[config.mk]
export PLATFORM = sky130hd
export DESIGN_NAME = inp_adc_control
export DESIGN_NICKNAME = d
export VERILOG_FILES = /design/src/core/inp_pkg.sv /design/src/core/inp_hpf_cutoff.sv /design/src/core/inp_adc_control.sv
export SDC_FILE = /design/constraint.sdc
export NUM_CORES = 1
export LEC_CHECK = 0
export BUFFER_PORTS_ARGS = -buffer_cell sky130_fd_sc_hd__buf_2
export CORE_ASPECT_RATIO = 1.25
export CORE_MARGIN = 2
export CORE_UTILIZATION = 55
export CTS_BUF_LIST = sky130_fd_sc_hd__clkbuf_16
export CTS_CLUSTER_DIAMETER = 150
export DETAILED_ROUTE_END_ITERATION = 7
export HOLD_SLACK_MARGIN = 0.1
export PLACE_DENSITY_LB_ADDON = 0.3
export SKIP_CTS_REPAIR_TIMING = 1
export SLEW_MARGIN = 25
export SYNTH_ARGS = -nofsm -noshare
export SYNTH_HDL_FRONTEND = slang
export SYNTH_HIERARCHICAL = 1
export SYNTH_SLANG_ARGS = --single-unit
[constraint.sdc]
create_clock -name clk_sys -period 3.2 [get_ports clk_sys]
set_input_delay 0.64 -clock clk_sys [delete_from_list [all_inputs] [get_ports clk_sys]]
set_output_delay 0.64 -clock clk_sys [all_outputs]
set_load 0.005 [all_outputs]
[src/core/inp_pkg.sv]
package inp_pkg;

  ////////////////////////////////////////////////////////////////////////////////
  // Widths
  localparam int ADDR_W   = 7;
  localparam int DATA_W   = 9;
  localparam int SAMPLE_W = 24;

  ////////////////////////////////////////////////////////////////////////////////
  // Register offsets
  localparam logic [6:0] OFS_PWR_ONE    = 7'h01;
  localparam logic [6:0] OFS_PWR_TWO    = 7'h02;
  localparam logic [6:0] OFS_RATE       = 7'h07;
  localparam logic [6:0] OFS_FILTER     = 7'h0e;
  localparam logic [6:0] OFS_LOOP_ONE   = 7'h20;
  localparam logic [6:0] OFS_ROUTING    = 7'h2c;
  localparam logic [6:0] OFS_GAIN       = 7'h2d;
  localparam logic [6:0] OFS_BOOST      = 7'h2f;
  localparam logic [6:0] OFS_BIAS_MODE  = 7'h3a;

  ////////////////////////////////////////////////////////////////////////////////
  // Values after reset
  localparam logic [8:0] RST_PWR_ONE    = 9'h000;
  localparam logic [8:0] RST_PWR_TWO    = 9'h000;
  localparam logic [8:0] RST_RATE       = 9'h000;
  localparam logic [8:0] RST_FILTER     = 9'h000;
  localparam logic [8:0] RST_LOOP_ONE   = 9'h038;
  localparam logic [8:0] RST_ROUTING    = 9'h000;
  localparam logic [8:0] RST_GAIN       = 9'h010;
  localparam logic [8:0] RST_BOOST      = 9'h000;
  localparam logic [8:0] RST_BIAS_MODE  = 9'h000;
  localparam logic [9:0] RST_BIAS_MILLI = 10'h384;
  localparam logic [9:0] RST_CUTOFF_HZ  = 10'h07a;

  ////////////////////////////////////////////////////////////////////////////////
  // Writable bits of each register; all others read zero
  localparam logic [8:0] MASK_PWR_ONE   = 9'h010;
  localparam logic [8:0] MASK_PWR_TWO   = 9'h015;
  localparam logic [8:0] MASK_RATE      = 9'h00e;
  localparam logic [8:0] MASK_FILTER    = 9'h1f9;
  localparam logic [8:0] MASK_LOOP_ONE  = 9'h13f;
  localparam logic [8:0] MASK_ROUTING   = 9'h187;
  localparam logic [8:0] MASK_GAIN      = 9'h0ff;
  localparam logic [8:0] MASK_BOOST     = 9'h177;
  localparam logic [8:0] MASK_BIAS_MODE = 9'h010;

  ////////////////////////////////////////////////////////////////////////////////
  // Field positions
  localparam int POS_BIAS_ENABLE    = 4;
  localparam int POS_CONV_ENABLE    = 0;
  localparam int POS_AMP_ENABLE     = 2;
  localparam int POS_BOOST_ENABLE   = 4;
  localparam int POS_RATE_LSB       = 1;
  localparam int POS_POLARITY       = 0;
  localparam int POS_OVERSAMPLE     = 3;
  localparam int POS_CUTOFF_LSB     = 4;
  localparam int POS_HP_MODE        = 7;
  localparam int POS_HP_ENABLE      = 8;
  localparam int POS_LOOP_ENABLE    = 8;
  localparam int POS_NONINV_SEL     = 0;
  localparam int POS_INV_SEL        = 1;
  localparam int POS_LINE_TO_AMP    = 2;
  localparam int POS_BIAS_LVL_LSB   = 7;
  localparam int POS_GAIN_LSB       = 0;
  localparam int POS_MUTE           = 6;
  localparam int POS_ZERO_CROSS     = 7;
  localparam int POS_LINE_BOOST_LSB = 0;
  localparam int POS_NI_BOOST_LSB   = 4;
  localparam int POS_AMP_BOOST      = 8;
  localparam int POS_BIAS_MODE      = 4;

  ////////////////////////////////////////////////////////////////////////////////
  // Gain arithmetic: amplifier in quarter dB, boost paths in dB
  localparam logic [8:0] GAIN_MIN_QDB   = 9'h1d0;
  localparam logic [8:0] GAIN_STEP_QDB  = 9'h003;
  localparam logic [4:0] BOOST_OFS_DB   = 5'h0f;
  localparam logic [4:0] BOOST_STEP_DB  = 5'h03;
  localparam logic [4:0] AMP_BOOST_DB   = 5'h14;
  localparam logic [7:0] OSR_LOW        = 8'h40;
  localparam logic [7:0] OSR_HIGH       = 8'h80;

  // Bias level in thousandths of supply, indexed by {mode, level code}
  localparam logic [7:0][9:0] BIAS_MILLI = {
    10'h1f4, 10'h2bc, 10'h258, 10'h352,
    10'h1f4, 10'h2ee, 10'h28a, 10'h384
  };

endpackage

[src/core/inp_hpf_cutoff.sv]
`timescale 1ns/1ps

module inp_hpf_cutoff (
  input  wire logic [2:0] cutoffSel,
  input  wire logic [2:0] rateSel,
  input  wire logic       frac441Clock,
  output logic      [9:0] cutoffHz
);

  // Cutoff for each rate family; the rate pair shares one column
  always_comb begin
    cutoffHz = 10'h000;
    if (frac441Clock) begin
      unique case (cutoffSel)
        3'h0: cutoffHz = 10'h071;
        3'h1: cutoffHz = 10'h08d;
        3'h2: cutoffHz = 10'h0b4;
        3'h3: cutoffHz = 10'h0e1;
        3'h4: cutoffHz = 10'h119;
        3'h5: cutoffHz = 10'h168;
        3'h6: cutoffHz = 10'h1c2;
        3'h7: cutoffHz = 10'h233;
      endcase
    end else if (rateSel[0]) begin
      unique case (cutoffSel)
        3'h0: cutoffHz = 10'h052;
        3'h1: cutoffHz = 10'h066;
        3'h2: cutoffHz = 10'h083;
        3'h3: cutoffHz = 10'h0a3;
        3'h4: cutoffHz = 10'h0cc;
        3'h5: cutoffHz = 10'h105;
        3'h6: cutoffHz = 10'h147;
        3'h7: cutoffHz = 10'h198;
      endcase
    end else begin
      unique case (cutoffSel)
        3'h0: cutoffHz = 10'h07a;
        3'h1: cutoffHz = 10'h099;
        3'h2: cutoffHz = 10'h09c;
        3'h3: cutoffHz = 10'h0f5;
        3'h4: cutoffHz = 10'h132;
        3'h5: cutoffHz = 10'h188;
        3'h6: cutoffHz = 10'h1ea;
        3'h7: cutoffHz = 10'h264;
      endcase
    end
  end

endmodule // inp_hpf_cutoff

[src/core/inp_adc_control.sv]
//
// Contract
// - Inverting select bit connects inverting voice input to amplifier negative terminal.
// - Line-to-amp bit mixes line input into inverting amplifier path.
// - Shared gain amplifier enabled only while its power bit is set.
// - Six-bit gain field sets -12 to +35.25 dB in 0.75 dB steps.
// - Level loop enable overrides software gain with loop gain.
// - Boost stage and mixer powered only while boost enable is high.
// - Line boost code zero disconnects; others give -12 to +6 dB, 3 dB steps.
// - Mute bit disconnects amplifier output from boost mixer.
// - Amplifier path boost bit gives +20 dB, else 0 dB.
// - Non-inverting boost code zero disconnects; others -12 to +6 dB.
// - Capsule bias output enabled only while its enable bit is high.
// - Bias mode 0 codes give 0.9, 0.65, 0.75, 0.5 of supply.
// - Bias mode 1 codes give 0.85, 0.60, 0.70, 0.50 of supply.
// - Converter enabled only while its enable bit is set.
// - Polarity bit inverts sign of output samples.
// - Oversample bit selects 64x when clear, 128x when set.
// - High-pass active only when enabled; mode selects first or second order.
// - Second-order cutoff from cutoff field, scaled by sample rate field.
// - 24-bit chain ends here; output words are two's complement.
// - Non-inverting select ties positive terminal to voice input, else mid reference.
//
`timescale 1ns/1ps

module inp_adc_control #(
  parameter int SAMPLE_W = inp_pkg::SAMPLE_W
) (
  input  wire logic                      clk_sys,
  input  wire logic                      rst_n,
  // Register port from the serial control interface
  input  wire logic                      regWrite,
  input  wire logic                      regRead,
  input  wire logic [inp_pkg::ADDR_W-1:0] regAddr,
  input  wire logic [inp_pkg::DATA_W-1:0] regWrData,
  output logic      [inp_pkg::DATA_W-1:0] regRdData,
  output logic                           regRdValid,
  // Level loop and clock configuration, same clock domain
  input  wire logic [5:0]                loopGain,
  input  wire logic                      frac441Clock,
  // Samples from the notch filter stage
  input  wire logic [SAMPLE_W-1:0]       sampleIn,
  input  wire logic                      sampleInValid,
  output logic      [SAMPLE_W-1:0]       sampleOut,
  output logic                           sampleOutValid,
  // Input amplifier controls
  output logic                           invInputConnect,
  output logic                           noninvInputConnect,
  output logic                           midRefToPositive,
  output logic                           lineToAmpConnect,
  output logic                           gainAmpEnable,
  output logic      [5:0]                gainAmpLevel,
  output logic      [8:0]                gainAmpQdb,
  output logic                           gainZeroCross,
  // Boost stage controls
  output logic                           boostStageEnable,
  output logic                           ampToMixerConnect,
  output logic      [4:0]                ampPathBoostDb,
  output logic                           lineBoostConnect,
  output logic      [4:0]                lineBoostDb,
  output logic                           noninvBoostConnect,
  output logic      [4:0]                noninvBoostDb,
  // Capsule bias controls
  output logic                           capsuleBiasEnable,
  output logic      [9:0]                biasRatioMilli,
  // Converter controls
  output logic                           converterEnable,
  output logic      [7:0]                oversampleRatio,
  output logic                           highpassEnable,
  output logic                           highpassSecondOrder,
  output logic      [9:0]                highpassCutoffHz
);

  ////////////////////////////////////////////////////////////////////////////////
  // State

  typedef struct packed {
    // Register fields
    logic [8:0]          rPwrOne;
    logic [8:0]          rPwrTwo;
    logic [8:0]          rRate;
    logic [8:0]          rFilter;
    logic [8:0]          rLoopOne;
    logic [8:0]          rRouting;
    logic [8:0]          rGain;
    logic [8:0]          rBoost;
    logic [8:0]          rBiasMode;
    // Read port
    logic [8:0]          rdData;
    logic                rdValid;
    // Samples
    logic [SAMPLE_W-1:0] sample;
    logic                sampleValid;
    // Input amplifier
    logic                invConn;
    logic                niConn;
    logic                midRef;
    logic                lineAmp;
    logic                ampEn;
    logic [5:0]          ampLevel;
    logic [8:0]          ampQdb;
    logic                zeroCross;
    // Boost stage
    logic                boostEn;
    logic                ampMixConn;
    logic [4:0]          ampBoost;
    logic                lineConn;
    logic [4:0]          lineDb;
    logic                niBoostConn;
    logic [4:0]          niDb;
    // Capsule bias
    logic                biasEn;
    logic [9:0]          biasMilli;
    // Converter
    logic                convEn;
    logic [7:0]          osr;
    logic                hpEn;
    logic                hpSecond;
    logic [9:0]          hpCutoff;
  } inp_state_s;

  // Registered copy and next value
  inp_state_s state_r;
  inp_state_s state_nxt;

  // Lookup result, fed into state_nxt
  logic [9:0] cutoffHz;

  ////////////////////////////////////////////////////////////////////////////////
  // Functions

  // Code 0 gives -48 quarter dB
  // Amplifier gain code to quarter dB, two's complement
  function automatic logic [8:0] gain_qdb(input logic [5:0] code);
    logic [8:0] prod;
    prod = 9'({3'h0, code} * inp_pkg::GAIN_STEP_QDB);
    return prod + inp_pkg::GAIN_MIN_QDB;
  endfunction

  // Boost code 1..7 to dB in 3 dB steps, two's complement
  function automatic logic [4:0] boost_db(input logic [2:0] code);
    logic [4:0] prod;
    prod = 5'({2'h0, code} * inp_pkg::BOOST_STEP_DB);
    return (code == 3'h0) ? 5'h00 : prod - inp_pkg::BOOST_OFS_DB;
  endfunction

  // Plain negation wraps the minimum
  // Sign inversion that keeps the most negative code in range
  function automatic logic [SAMPLE_W-1:0] neg_sat(input logic [SAMPLE_W-1:0] x);
    logic [SAMPLE_W-1:0] minVal;
    minVal = {1'b1, {(SAMPLE_W-1){1'b0}}};
    return (x == minVal) ? ~minVal : (~x + {{(SAMPLE_W-1){1'b0}}, 1'b1});
  endfunction

  // Register read decode; unmapped offsets read zero
  function automatic logic [8:0] read_reg(input inp_state_s s, input logic [6:0] a);
    logic [8:0] d;
    d = 9'h000;
    case (a)
      inp_pkg::OFS_PWR_ONE:   d = s.rPwrOne;
      inp_pkg::OFS_PWR_TWO:   d = s.rPwrTwo;
      inp_pkg::OFS_RATE:      d = s.rRate;
      inp_pkg::OFS_FILTER:    d = s.rFilter;
      inp_pkg::OFS_LOOP_ONE:  d = s.rLoopOne;
      inp_pkg::OFS_ROUTING:   d = s.rRouting;
      inp_pkg::OFS_GAIN:      d = s.rGain;
      inp_pkg::OFS_BOOST:     d = s.rBoost;
      inp_pkg::OFS_BIAS_MODE: d = s.rBiasMode;
      default:                d = 9'h000;
    endcase
    return d;
  endfunction

  ////////////////////////////////////////////////////////////////////////////////
  // Cutoff lookup for second-order high-pass
  // Reads stored fields and the frac441Clock input only, no loop

  inp_hpf_cutoff u_cutoff (
    .cutoffSel    (state_nxt.rFilter[inp_pkg::POS_CUTOFF_LSB +: 3]),
    .rateSel      (state_nxt.rRate[inp_pkg::POS_RATE_LSB +: 3]),
    .frac441Clock (frac441Clock),
    .cutoffHz     (cutoffHz)
  );

  ////////////////////////////////////////////////////////////////////////////////
  // Next state

  always_comb begin
    // Hold all; pulses clear
    state_nxt             = state_r;
    state_nxt.rdValid     = 1'b0;
    state_nxt.sampleValid = 1'b0;

    // Read answers with the value held before any same-cycle write
    if (regRead) begin
      state_nxt.rdValid = 1'b1;
      state_nxt.rdData  = read_reg(state_r, regAddr);
    end

    // Masked writes; fields hold otherwise, reserved bits stay zero
    if (regWrite) begin
      case (regAddr)
        inp_pkg::OFS_PWR_ONE:   state_nxt.rPwrOne   = regWrData & inp_pkg::MASK_PWR_ONE;
        inp_pkg::OFS_PWR_TWO:   state_nxt.rPwrTwo   = regWrData & inp_pkg::MASK_PWR_TWO;
        inp_pkg::OFS_RATE:      state_nxt.rRate     = regWrData & inp_pkg::MASK_RATE;
        inp_pkg::OFS_FILTER:    state_nxt.rFilter   = regWrData & inp_pkg::MASK_FILTER;
        inp_pkg::OFS_LOOP_ONE:  state_nxt.rLoopOne  = regWrData & inp_pkg::MASK_LOOP_ONE;
        inp_pkg::OFS_ROUTING:   state_nxt.rRouting  = regWrData & inp_pkg::MASK_ROUTING;
        inp_pkg::OFS_GAIN:      state_nxt.rGain     = regWrData & inp_pkg::MASK_GAIN;
        inp_pkg::OFS_BOOST:     state_nxt.rBoost    = regWrData & inp_pkg::MASK_BOOST;
        inp_pkg::OFS_BIAS_MODE: state_nxt.rBiasMode = regWrData & inp_pkg::MASK_BIAS_MODE;
        default: ;
      endcase
    end

    // Derived fields read state_nxt
    // Input selection follows the routing register at the write edge
    state_nxt.invConn = state_nxt.rRouting[inp_pkg::POS_INV_SEL];
    state_nxt.niConn  = state_nxt.rRouting[inp_pkg::POS_NONINV_SEL];
    state_nxt.midRef  = ~state_nxt.rRouting[inp_pkg::POS_NONINV_SEL];
    state_nxt.lineAmp = state_nxt.rRouting[inp_pkg::POS_LINE_TO_AMP];

    // Amplifier power, gain source and zero-cross flag
    state_nxt.ampEn = state_nxt.rPwrTwo[inp_pkg::POS_AMP_ENABLE];
    if (state_nxt.rLoopOne[inp_pkg::POS_LOOP_ENABLE]) begin
      state_nxt.ampLevel = loopGain;
    end else begin
      state_nxt.ampLevel = state_nxt.rGain[inp_pkg::POS_GAIN_LSB +: 6];
    end
    state_nxt.ampQdb    = gain_qdb(state_nxt.ampLevel);
    state_nxt.zeroCross = state_nxt.rGain[inp_pkg::POS_ZERO_CROSS];

    // Boost stage and its three mixer inputs
    state_nxt.boostEn    = state_nxt.rPwrTwo[inp_pkg::POS_BOOST_ENABLE];
    state_nxt.ampMixConn = ~state_nxt.rGain[inp_pkg::POS_MUTE];
    state_nxt.ampBoost   = state_nxt.rBoost[inp_pkg::POS_AMP_BOOST] ?
                           inp_pkg::AMP_BOOST_DB : 5'h00;
    state_nxt.lineConn   = |state_nxt.rBoost[inp_pkg::POS_LINE_BOOST_LSB +: 3];
    state_nxt.lineDb     = boost_db(state_nxt.rBoost[inp_pkg::POS_LINE_BOOST_LSB +: 3]);
    state_nxt.niBoostConn = |state_nxt.rBoost[inp_pkg::POS_NI_BOOST_LSB +: 3];
    state_nxt.niDb       = boost_db(state_nxt.rBoost[inp_pkg::POS_NI_BOOST_LSB +: 3]);

    // Capsule bias enable and level
    // Index is {mode, level code}
    state_nxt.biasEn    = state_nxt.rPwrOne[inp_pkg::POS_BIAS_ENABLE];
    state_nxt.biasMilli = inp_pkg::BIAS_MILLI[{state_nxt.rBiasMode[inp_pkg::POS_BIAS_MODE],
                          state_nxt.rRouting[inp_pkg::POS_BIAS_LVL_LSB +: 2]}];

    // Converter enable, oversampling and high-pass configuration
    // Cutoff valid in any mode
    state_nxt.convEn   = state_nxt.rPwrTwo[inp_pkg::POS_CONV_ENABLE];
    state_nxt.osr      = state_nxt.rFilter[inp_pkg::POS_OVERSAMPLE] ?
                         inp_pkg::OSR_HIGH : inp_pkg::OSR_LOW;
    state_nxt.hpEn     = state_nxt.rFilter[inp_pkg::POS_HP_ENABLE];
    state_nxt.hpSecond = state_nxt.rFilter[inp_pkg::POS_HP_MODE];
    state_nxt.hpCutoff = cutoffHz;

    // Final sample stage: polarity on two's complement words
    // Uses state_r: same-cycle write waits
    if (sampleInValid && state_r.rPwrTwo[inp_pkg::POS_CONV_ENABLE]) begin
      state_nxt.sampleValid = 1'b1;
      if (state_r.rFilter[inp_pkg::POS_POLARITY]) begin
        state_nxt.sample = neg_sat(sampleIn);
      end else begin
        state_nxt.sample = sampleIn;
      end
    end
  end

  ////////////////////////////////////////////////////////////////////////////////
  // State register

  always_ff @(posedge clk_sys or negedge rst_n) begin
    if (!rst_n) begin
      state_r             <= '0;
      // Stored fields
      state_r.rPwrOne     <= inp_pkg::RST_PWR_ONE;
      state_r.rPwrTwo     <= inp_pkg::RST_PWR_TWO;
      state_r.rRate       <= inp_pkg::RST_RATE;
      state_r.rFilter     <= inp_pkg::RST_FILTER;
      state_r.rLoopOne    <= inp_pkg::RST_LOOP_ONE;
      state_r.rRouting    <= inp_pkg::RST_ROUTING;
      state_r.rGain       <= inp_pkg::RST_GAIN;
      state_r.rBoost      <= inp_pkg::RST_BOOST;
      state_r.rBiasMode   <= inp_pkg::RST_BIAS_MODE;
      // Outputs matching those fields
      state_r.midRef      <= 1'b1;
      state_r.ampMixConn  <= 1'b1;
      state_r.ampLevel    <= inp_pkg::RST_GAIN[5:0];
      state_r.ampQdb      <= 9'h000;
      state_r.biasMilli   <= inp_pkg::RST_BIAS_MILLI;
      state_r.osr         <= inp_pkg::OSR_LOW;
      state_r.hpCutoff    <= inp_pkg::RST_CUTOFF_HZ;
    end else begin
      state_r <= state_nxt;
    end
  end

  ////////////////////////////////////////////////////////////////////////////////
  // Outputs, each straight from the state register

  // Read port
  assign regRdData           = state_r.rdData;
  assign regRdValid          = state_r.rdValid;

  // Samples
  assign sampleOut           = state_r.sample;
  assign sampleOutValid      = state_r.sampleValid;

  // Input amplifier
  assign invInputConnect     = state_r.invConn;
  assign noninvInputConnect  = state_r.niConn;
  assign midRefToPositive    = state_r.midRef;
  assign lineToAmpConnect    = state_r.lineAmp;
  assign gainAmpEnable       = state_r.ampEn;
  assign gainAmpLevel        = state_r.ampLevel;
  assign gainAmpQdb          = state_r.ampQdb;
  assign gainZeroCross       = state_r.zeroCross;

  // Boost stage
  assign boostStageEnable    = state_r.boostEn;
  assign ampToMixerConnect   = state_r.ampMixConn;
  assign ampPathBoostDb      = state_r.ampBoost;
  assign lineBoostConnect    = state_r.lineConn;
  assign lineBoostDb         = state_r.lineDb;
  assign noninvBoostConnect  = state_r.niBoostConn;
  assign noninvBoostDb       = state_r.niDb;

  // Capsule bias
  assign capsuleBiasEnable   = state_r.biasEn;
  assign biasRatioMilli      = state_r.biasMilli;

  // Converter
  assign converterEnable     = state_r.convEn;
  assign oversampleRatio     = state_r.osr;
  assign highpassEnable      = state_r.hpEn;
  assign highpassSecondOrder = state_r.hpSecond;
  assign highpassCutoffHz    = state_r.hpCutoff;

endmodule // inp_adc_control

==> results of run 1 <==
## cells by family after synthesis
kind of cell / count (synthesis) / synth area share, %
simple gates: 137 / 10.6
mux: 64 / 10.0
flops: 123 / 44.0
fa+ha+maj: 35 / 6.53
compound gates: 109 / 11.0
buf+inv: 164 / 14.3
xor+xnor: 28 / 3.59
other cells: 1 / 0.0532
## flip-flops by register name, indices dropped and copies added, names as in the netlist
signal / cells
gainAmpLevel: 5
noninvBoostConnect: 1
lineBoostConnect: 1
sampleOut: 24
state_r: 39
highpassCutoffHz: 10
ampPathBoostDb: 1
sampleOutValid: 1
midRefToPositive: 1
gainAmpQdb: 9
regRdValid: 1
regRdData: 9
noninvBoostDb: 5
lineBoostDb: 5
ampToMixerConnect: 1
oversampleRatio: 1
biasRatioMilli: 9
## cells in the mapped netlist, drive strengths merged, types with 4 or more instances
master	n	area share, %
clkbuf	9	0.51
a21oi	32	2.3
xnor2	7	0.98
o22ai	9	0.80
buf	106	11
mux2	38	6.1
nand3	12	0.92
nand2	33	1.8
nor2b	6	0.53
o31ai	7	0.75
a211oi	4	0.43
nor4	5	0.75
nand2b	6	0.53
mux2i	26	3.9
o41ai	6	1.1
xor2	21	2.6
nor2	37	2.0
a21o	4	0.43
dfrtp	106	38
nor3	7	0.66
a22oi	5	0.53
o21ai	13	0.98
a21boi	4	0.48
ha	32	5.7
nand4	5	0.53
inv	49	2.6
dfstp	17	6.3
## worst max-delay path: stages
cell,delay [ns]
buf_2,0.14
nor3b_1,0.22
buf_4,0.17
nand4_4,0.14
mux2_2,0.32
mux2_4,0.28
ha_1,0.30
ha_1,0.21
inv_1,0.09
fa_1,0.21
inv_1,0.05
a21o_1,0.16
a21oi_2,0.18
nor2_1,0.07
nor3_1,0.14
## per-layer routing
metal | GRT usage (%) | share of wire [%] | wire length [um] | vias up
met2 | 39.5 | 50 | 7870 | 183
met3 | 7.19 | 7.2 | 1120 | 20
met5 | 0 | 0 | 0 | -
met1 | 28.7 | 41 | 6420 | 2437
met4 | 10.3 | 1.8 | 278 | 0
li1 | - | - | - | 2384
## power groups by stage
stage | Clock [mW] | Sequential, mW | Combinational, mW
3_5_place_dp | 0 | 2.01 | 1.02
5_1_grt | 2.03 | 2.01 | 1.15
2_1_floorplan | 0 | 1.98 | 0.867
4_1_cts | 1.97 | 1.98 | 1.03
3_3_place_gp | 0 | 2.00 | 0.987
6_report | 1.92 | 1.99 | 1.01
## cell usage in the layout, fill, tap and decap left out, types with 3 or more instances in the layout
| cell type | Yosys | layout |
|---|---|---|
| mux2_4 | 1 | 3 |
| dfrtp_1 | 106 | 106 |
| mux2_2 | 37 | 35 |
| nand2_1 | 33 | 33 |
| a221oi_1 | 3 | 3 |
| a21boi_0 | 3 | 3 |
| conb_1 | 1 | 10 |
| a22oi_1 | 5 | 5 |
| buf_4 | 93 | 40 |
| bufinv_16 | 0 | 4 |
| a211oi_1 | 4 | 4 |
| mux2i_1 | 24 | 24 |
| nand3_1 | 11 | 11 |
| fa_1 | 3 | 3 |
| nor2_1 | 36 | 36 |
| nand4_1 | 4 | 4 |
| o21ai_0 | 11 | 11 |
| nand2b_1 | 6 | 6 |
| buf_2 | 6 | 147 |
| dfstp_2 | 17 | 17 |
| nand3b_1 | 3 | 3 |
| and2_1 | 3 | 3 |
| a21oi_1 | 32 | 30 |
| ha_1 | 32 | 32 |
| nor3_1 | 6 | 6 |
| o41ai_1 | 4 | 4 |
| inv_1 | 49 | 55 |
| a21o_1 | 4 | 4 |
| a32oi_1 | 3 | 3 |
| clkinv_2 | 0 | 3 |
| nor2b_1 | 6 | 6 |
| o22ai_1 | 9 | 9 |
| o31ai_1 | 7 | 7 |
| xor2_1 | 21 | 21 |
| xnor2_1 | 6 | 6 |
| clkbuf_16 | 0 | 17 |
## through the flow
step	total power, mW	setup slack (ns)	cells	utilization (%)
detailed placement	3.03	-0.260	911	60.0
global route	5.20	0.0391	943	64.9
finish	4.92	0.217	943	64.9
CTS	4.98	0.169	943	64.7
floorplan	2.84	0.0134	670	-
global placement	2.98	-0.0721	911	60.0
## final timing paths
check | start | end
min in group clk_sys | regWrData[3] | oversampleRatio[6]
setup / recovery | regAddr[4] | gainAmpQdb[8]
hold reg to reg | sampleOut[20] | sampleOut[20]
max in group asynchronous | rst_n | biasRatioMilli[8]
setup reg to reg | state_r[151] | gainAmpQdb[8]
hold / removal | rst_n | sampleOutValid
## final cells by class
class / count / area, sq um / area share (%)
clock inverter: 15 / 169 / 2.06
sequential: 123 / 3100 / 37.9
tap: 168 / 210 / 2.57
inverter: 49 / 184 / 2.25
clock buffer: 17 / 425 / 5.20
timing repair buffer: 188 / 1060 / 12.9
multi-input combinational: 383 / 3040 / 37.1
==> impl_results.md, run 1 <==
- R2R Setup Slk: 0.64 ns
- DR WL/cell: 16.6 um
- Routed Wire Length: roughly 16000 um
- Detail Placement HPWL: ~12000 um
- Iter 0 DRT Violations: around 370
- Setup CP Type: primary input to flip-flop
- Power Density: approximately 600 mW/mm^2
- Final worst-path cycle share: roughly 93%
- Switching fraction of total power: a little over a quarter
- Clk_skew: 0.0177 ns
- Post-synth EDFFs: 0
- Avg Vias per Cell: ~5.3
- Required @ worst endpoint: approximately 3.5 ns
- Crit path DAT: around 3.3 ns
- 1st-pass router iterations: 5
- Clock Power Share: around two fifths
- Routed Antenna Nets: 0
- Clk buf depth: 2
- Vias in the first global route: a little over 5000
- Via Count: 5024
- Final TNS setup: 0 ns
- Post-synth ARST share: 100%
- Final Slew Violations: 0
- Overflow after GRT: 0
- Crit end category: flip-flop
- Sequential share of power: approximately two fifths
- Worst Path Max Fanout: 5
- Seq/Total Area, Yosys: between 40% and 50%
- Pleak: approximately 4.1 nW
- Syn-to-layout area delta: 16.1%
- Pin count of the biggest net entering global routing: 60
- Layout filler cell count: roughly 1000
- Post-synth cell types: between 80 and 90
- Placed cell areas: 0.00756 sq mm
- Final instance area: between 0.008 and 0.009 sq mm
- Port bufs: ~150
- Avg Inst Size Synth: 10.7 sq um
- Hold Fails Final Rpt: 0
- Mapped Cells: between 600 and 700
- Root Buffer: clkbuf_16
- Chip Height: 131 um
- Antenna violations before repair: 0
- Final Net Count: approximately 850
- Status: finished clean
- GP Congestion: about 0.89
- Drt drc: 0
- Seq cells post-synth: 123
- Clk slew on worst S/H paths: ~0.05 ns
- CTS Sinks: 123
- Gr usage total: 23.7%
- P_int: roughly 3.6 mW
- Num CTS Buffers: 17
- Max cap viols: 0
- H-Tree Level Count: 4
- Path depth of the worst reg2reg path: 11
- I/O Pins: between 150 and 200
- Synth warnings: 6
- Core ar.: about 0.013 sq mm
- Main synth FF type: dfrtp_1
- Crit start category: primary input
- Global-route wire length before repair: around 26000 um
- Clock Latency Late Sink: 0.41 ns
- Initial core utilization: between 50% and 60%
- Slew HR: ~48%
- Fraction of layout cells with a size suffix above 1: a little under two fifths
- Final Critical Period: between 2 and 3 ns
- Worst hold slack: between 0.15 and 0.2 ns
- ANT cells: 0
- CTS tree: done
- Logic gate share of total power: 20.6%
- Endpoints failing setup: 0
- Synthesized area: 0.00705 sq mm
- Die width: 105 um
- # rows: 46
- IR drop worst, VDD: 0.303 mV
- Pin slew with the least headroom to its limit: about 0.77 ns
- P_sw: roughly 1.3 mW
- Die area: roughly 0.014 sq mm
- Fmax: approximately 0.34 GHz
- Min-Delay Path Class: primary input to asynchronous set/reset pin
- RSZ-0062 raised after global routing: no
Note: power is estimated with default switching activity, not from simulation.
==> inputs of run 2 (changes only) <==
CORE_MARGIN = 3   (was 2)
CORE_UTILIZATION = 39   (was 55)
==> impl_results.md, run 2 (synthesized netlist as in run 1, its figures left out) <==
- CTS Sinks: 123 (unchanged)
- CP Cell Sequence: buf_2 -> nor4_2 -> nand3_2 -> mux2i_4 -> mux2_4 -> ha_1 -> ha_1 -> a21o_1 -> a21oi_2 -> a2bb2oi_2 -> nand2b_1 -> mux2i_1 (was buf_2 -> nor3b_1 -> buf_4 -> nand4_4 -> mux2_2 -> mux2_4 -> ha_1 -> ha_1 -> inv_1 -> fa_1 -> inv_1 -> a21o_1 -> a21oi_2 -> nor2_1 -> nor3_1)
- Drt drc: 0 (unchanged)
- Cell mode on critical path: ha_1
- Die width: 126 um (was 105 um)
- R2R Setup Slk: 0.72 ns (was 0.64 ns)
- Placed cell areas: 0.00767 sq mm (was 0.00756 sq mm)
- Worst path slowest cell: mux2_4 (was mux2_2)
- Avg Vias per Cell: 4.89 (was 5.33)
- Most common cell after layout, fill and taps aside: buf_2 (unchanged)
- H-Tree Level Count: 4 (unchanged)
- Gr usage total: 17.0% (was 23.7%)
- I/O Pins: 159 (unchanged)
- Clk_skew: 0.00395 ns (was 0.0177 ns)
- IR drop worst, VDD: 0.300 mV (was 0.303 mV)
- Clk buf depth: 2 (unchanged)
- Buffers and inverters on the worst path: 1 (was 4)
- GP Congestion: 0.849 (was 0.890)
- Final Net Count: 854 (was 849)
- Final TNS setup: 0 ns (unchanged)
- Syn-to-layout area delta: 16.8% (was 16.1%)
- Post-route insts no fill: 1004 (was 943)
- Fmax: 0.344 GHz (was 0.335 GHz)
- Inst Count DP: 972 (was 911)
- Vias in the first global route: 4985 (was 5083)
- Fraction of layout cells with a size suffix above 1: 38.8% (was 37.8%)
- ANT cells: 0 (unchanged)
- CTS tree: done (unchanged)
- Iter 0 DRT Violations: 258 (was 366)
- Max cap viols: 0 (unchanged)
- FF-to-FF End: gainAmpQdb[7] (was gainAmpQdb[8])
- Root Buffer: clkbuf_16 (unchanged)
- Antenna violations before repair: 0 (unchanged)
- 1st-pass router iterations: 4 (was 5)
- Crit start category: primary input (unchanged)
- Crit end category: flip-flop (unchanged)
- Reg with most FFs: state_r (unchanged)
- Power, Total: 4.80 mW (was 4.92 mW)
- Status: finished clean (unchanged)
- Final worst-path cycle share: 90.7% (was 93.2%)
- Chip Height: 156 um (was 131 um)
- Slew HR: 36.8% (was 48.5%)
- Endpoints failing setup: 0 (unchanged)
- Global-route wire length before repair: 26500 um (was 25500 um)
- RSZ-0062 raised after global routing: no (unchanged)
- Via Count: 4910 (was 5024)
- Post-place setup slack: -0.210 ns (was -0.260 ns)
- # rows: 54 (was 46)
- Pin slew with the least headroom to its limit: 0.948 ns (was 0.772 ns)
- Crit path DAT: 3.24 ns (was 3.31 ns)
- Initial core utilization: 40.1% (was 55.9%)
- Num CTS Buffers: 17 (unchanged)
- Die area: 0.0197 sq mm (was 0.0137 sq mm)
- DR WL/cell: 16.1 um (was 16.6 um)
- Path depth of the worst reg2reg path: 9 (was 11)
- Clock Latency Late Sink: 0.41 ns (about the same)
- Final Critical Period: 2.90 ns (was 2.98 ns)
- Overflow after GRT: 0 (unchanged)
- Min-Delay Path Class: primary input to asynchronous set/reset pin (unchanged)
- Setup CP Type: primary input to flip-flop (unchanged)
- Final core utilization: 46.9% (was 64.9%)
- Start of the worst register-to-register path: state_r[151] (unchanged)
- CP peak stage delay: 0.35 ns (was 0.32 ns)
- Detail Placement HPWL: 12200 um (was 11700 um)
- Final Slew Violations: 0 (unchanged)
- Power Density: 583 mW/mm^2 (was 601 mW/mm^2)
- PnR worst setup slack: 0.297 ns (was 0.217 ns)
- Port bufs: 148 (unchanged)
- Worst Path Max Fanout: 5 (unchanged)
- Final instance area: 0.00823 sq mm (was 0.00818 sq mm)
- Core ar.: 0.0176 sq mm (was 0.0126 sq mm)
- Required @ worst endpoint: 3.53 ns (about the same)
- Pin count of the biggest net entering global routing: 47 (was 60)
- Hold Fails Final Rpt: 0 (unchanged)
- Clk slew on worst S/H paths: 0.05 ns (about the same)
- Pleak: 4.09 nW (was 4.10 nW)
- Crit-path leading delay family: multiplexers (was adder cells)
- Routed Wire Length: 16100 um (was 15700 um)
- Routed Antenna Nets: 0 (unchanged)
- Max reg flops: 39 (unchanged)
- Commonest non-fill, non-tap cells in the layout: 147 x buf_2, 106 x dfrtp_1, 49 x inv_1 (was 147 x buf_2, 106 x dfrtp_1, 55 x inv_1)
- Worst hold slack: 0.240 ns (was 0.185 ns)
## run 2: worst max path at each step
stage / startpoint / cells after the start / slack [ns] / end
after floorplan: regAddr[1] / 11 / 0.01 / gainAmpQdb[7]
after global placement: regAddr[6] / 14 / -0.15 / gainAmpQdb[8]
after detailed placement: regAddr[4] / 12 / -0.21 / gainAmpQdb[7]
after CTS: regAddr[4] / 12 / 0.23 / gainAmpQdb[7]
after global routing: regAddr[1] / 13 / 0.01 / gainAmpQdb[7]
final: regAddr[1] / 12 / 0.30 / gainAmpQdb[7]
## run 2: per-layer routing
layer  vias up  wire length [um]  track usage, %  part of all wire (%)
met1      2382              6940            21.8                    43
met4         0               137            3.99                  0.85
met3         8              1080            5.94                   6.7
met5         -                 0               0                     0
li1       2388                 -               -                     -
met2       132              7960            27.8                    49
## run 2: cell type report
class | count | area, sq um
clock buffer | 17 | 425
clock inverter | 15 | 133
tap | 224 | 280
timing repair buffer | 193 | 1090
inverter | 49 | 184
fill | 1685 | 9340
sequential | 123 | 3100
multi-input combinational | 383 | 3020
## run 2: where the power goes
part / leakage (nW) / switching [mW] / internal (mW)
Sequential: 1.55 / 0.137 / 1.85
Clock: 0.270 / 0.683 / 1.13
Combinational: 2.27 / 0.504 / 0.493
## run 2: worst reg2reg max path: stages (launching register included)
cell and delay [ns]:
dfrtp_1 0.43, mux2i_4 0.27, mux2_4 0.35, ha_1 0.31, ha_1 0.29, a21o_1 0.19
a21oi_2 0.19, a2bb2oi_2 0.18, nand2b_1 0.07, mux2i_1 0.12
==> inputs of run 3 (changes only) <==
MAX_ROUTING_LAYER = met4   (was default)
==> impl_results.md, run 3 (synthesized netlist as in run 1, its figures left out) <==
- Detail Placement HPWL: 12200 um (unchanged)
- Crit start category: primary input (unchanged)
- Overflow after GRT: 0 (unchanged)
- Routed Wire Length: 16200 um (was 16100 um)
- Via Count: 4909 (was 4910)
- Power, Total: 4.80 mW (about the same)
- Die area: 0.0197 sq mm (unchanged)
- IR drop worst, VDD: 0.301 mV (was 0.300 mV)
- Crit path DAT: 3.24 ns (about the same)
- # rows: 54 (unchanged)
- Hold Fails Final Rpt: 0 (unchanged)
- Pleak: 4.09 nW (unchanged)
- PnR worst setup slack: 0.296 ns (was 0.297 ns)
- Slew HR: 37.2% (was 36.8%)
- R2R Setup Slk: 0.72 ns (about the same)
- Layout filler cell count: 1685 (unchanged)
- Setup CP Type: primary input to flip-flop (unchanged)
- RSZ-0062 raised after global routing: no (unchanged)
- CTS Sinks: 123 (unchanged)
- Syn-to-layout area delta: 16.8% (unchanged)
- Die width: 126 um (unchanged)
- Sequential share of power: 41.5% (about the same)
- Antenna violations before repair: 0 (unchanged)
- Endpoints failing setup: 0 (unchanged)
- 1st-pass router iterations: 4 (unchanged)
- CTS tree: done (unchanged)
- Clk buf depth: 2 (unchanged)
- I/O Pins: 159 (unchanged)
- Max cap viols: 0 (unchanged)
- GP Congestion: 0.863 (was 0.849)
- Final Critical Period: 2.90 ns (about the same)
- P_int: 3.47 mW (about the same)
- Core ar.: 0.0176 sq mm (unchanged)
- Drt drc: 0 (unchanged)
- ANT cells: 0 (unchanged)
- Root Buffer: clkbuf_16 (unchanged)
- Most common cell after layout, fill and taps aside: buf_2 (unchanged)
- Routed Antenna Nets: 0 (unchanged)
- Chip Height: 156 um (unchanged)
- Final Net Count: 854 (unchanged)
- Clock Latency Late Sink: 0.41 ns (about the same)
- FF/Latch Area: 0.00310 sq mm (unchanged)
- Clk slew on worst S/H paths: 0.05 ns (about the same)
- Port bufs: 148 (unchanged)
- Pin slew with the least headroom to its limit: 0.942 ns (was 0.948 ns)
- Avg Vias per Cell: 4.89 (about the same)
- P_sw: 1.33 mW (was 1.32 mW)
- Num CTS Buffers: 17 (unchanged)
- Crit end category: flip-flop (unchanged)
- Logic gate share of total power: 20.8% (about the same)
- Clock Power Share: 37.7% (about the same)
- Path depth of the worst reg2reg path: 9 (unchanged)
- Worst Path Max Fanout: 5 (unchanged)
- Required @ worst endpoint: 3.53 ns (about the same)
- Gr usage total: 17.5% (was 17.0%)
- Initial core utilization: 40.1% (unchanged)
- H-Tree Level Count: 4 (unchanged)
- Iter 0 DRT Violations: 230 (was 258)
- Final core utilization: 46.9% (unchanged)
- Area of the multi-input gates: 0.00302 sq mm (unchanged)
- Power Density: 583 mW/mm^2 (about the same)
- Commonest non-fill, non-tap cells in the layout: 147 x buf_2, 106 x dfrtp_1, 49 x inv_1 (unchanged)
- Fmax: 0.344 GHz (about the same)
- Start of the worst register-to-register path: state_r[151] (unchanged)
- Reg with most FFs: state_r (unchanged)
- Global-route wire length before repair: 26500 um (about the same)
- Final instance area: 0.00823 sq mm (unchanged)
- Pin count of the biggest net entering global routing: 47 (unchanged)
- Final Slew Violations: 0 (unchanged)
- Post-place setup slack: -0.210 ns (unchanged)
- Placed cell areas: 0.00767 sq mm (unchanged)
- Clk_skew: 0.00385 ns (was 0.00395 ns)
- Status: finished clean (unchanged)
- Max reg flops: 39 (unchanged)
- Vias in the first global route: 4992 (was 4985)
- DR WL/cell: 16.1 um (about the same)
- FF-to-FF End: gainAmpQdb[7] (unchanged)
- Switching fraction of total power: 27.6% (about the same)
- Final worst-path cycle share: 90.8% (was 90.7%)
- Final TNS setup: 0 ns (unchanged)
- Fraction of layout cells with a size suffix above 1: 38.8% (unchanged)
- Min-Delay Path Class: primary input to asynchronous set/reset pin (unchanged)
[run 3: cell counts in the layout (fill, tap and decap cells not counted)]
No cell type changed its count.
[run 3: power by group through the flow]
stage | Clock, mW | Combinational (mW) | Sequential (mW)
2_1_floorplan | 0 | 0.867 | 1.98
3_3_place_gp | 0 | 1.00 | 2.01
3_5_place_dp | 0 | 1.01 | 2.02
4_1_cts | 1.87 | 1.02 | 1.99
5_1_grt | 1.93 | 1.13 | 2.03
6_report | 1.81 | 0.997 | 1.99
[run 3: area by class of cell]
| class | count | share of cell area (%) |
|---|---|---|
| sequential | 123 | 37.7 |
| tap | 224 | 3.40 |
| clock inverter | 15 | 1.61 |
| timing repair buffer | 193 | 13.3 |
| multi-input combinational | 383 | 36.6 |
| clock buffer | 17 | 5.17 |
| inverter | 49 | 2.23 |
[run 3: metrics by stage]
step	hold WS [ns]	std cells
6_report	0.241	1004
5_1_grt	0.262	1004
4_1_cts	0.240	1004
3_5_place_dp	0.485	972
3_3_place_gp	0.481	972
2_1_floorplan	0.344	670
[run 3: critical path: stages]
cell and delay [ns]:
buf_2 0.12, nor4_2 0.32, nand3_2 0.15, mux2i_4 0.30
mux2_4 0.35, ha_1 0.31, ha_1 0.29, a21o_1 0.20
a21oi_2 0.19, a2bb2oi_2 0.18, nand2b_1 0.07, mux2i_1 0.12
[run 3: layer usage]
layer | wire (um) | up-vias | GRT usage (%)
met5 | 0 | - | -
met4 | 139 | 0 | 3.99
met3 | 991 | 8 | 5.43
met2 | 7970 | 135 | 27.7
met1 | 7070 | 2380 | 22.1
li1 | - | 2386 | -
[run 3: how the worst max path moves through the flow]
stage,startpoint,to,slack [ns]
floorplan,regAddr[1],gainAmpQdb[7],0.01
global placement,regAddr[6],gainAmpQdb[8],-0.15
detailed placement,regAddr[4],gainAmpQdb[7],-0.21
CTS,regAddr[4],gainAmpQdb[7],0.23
global route,regAddr[1],gainAmpQdb[7],0.01
finish,regAddr[1],gainAmpQdb[7],0.30
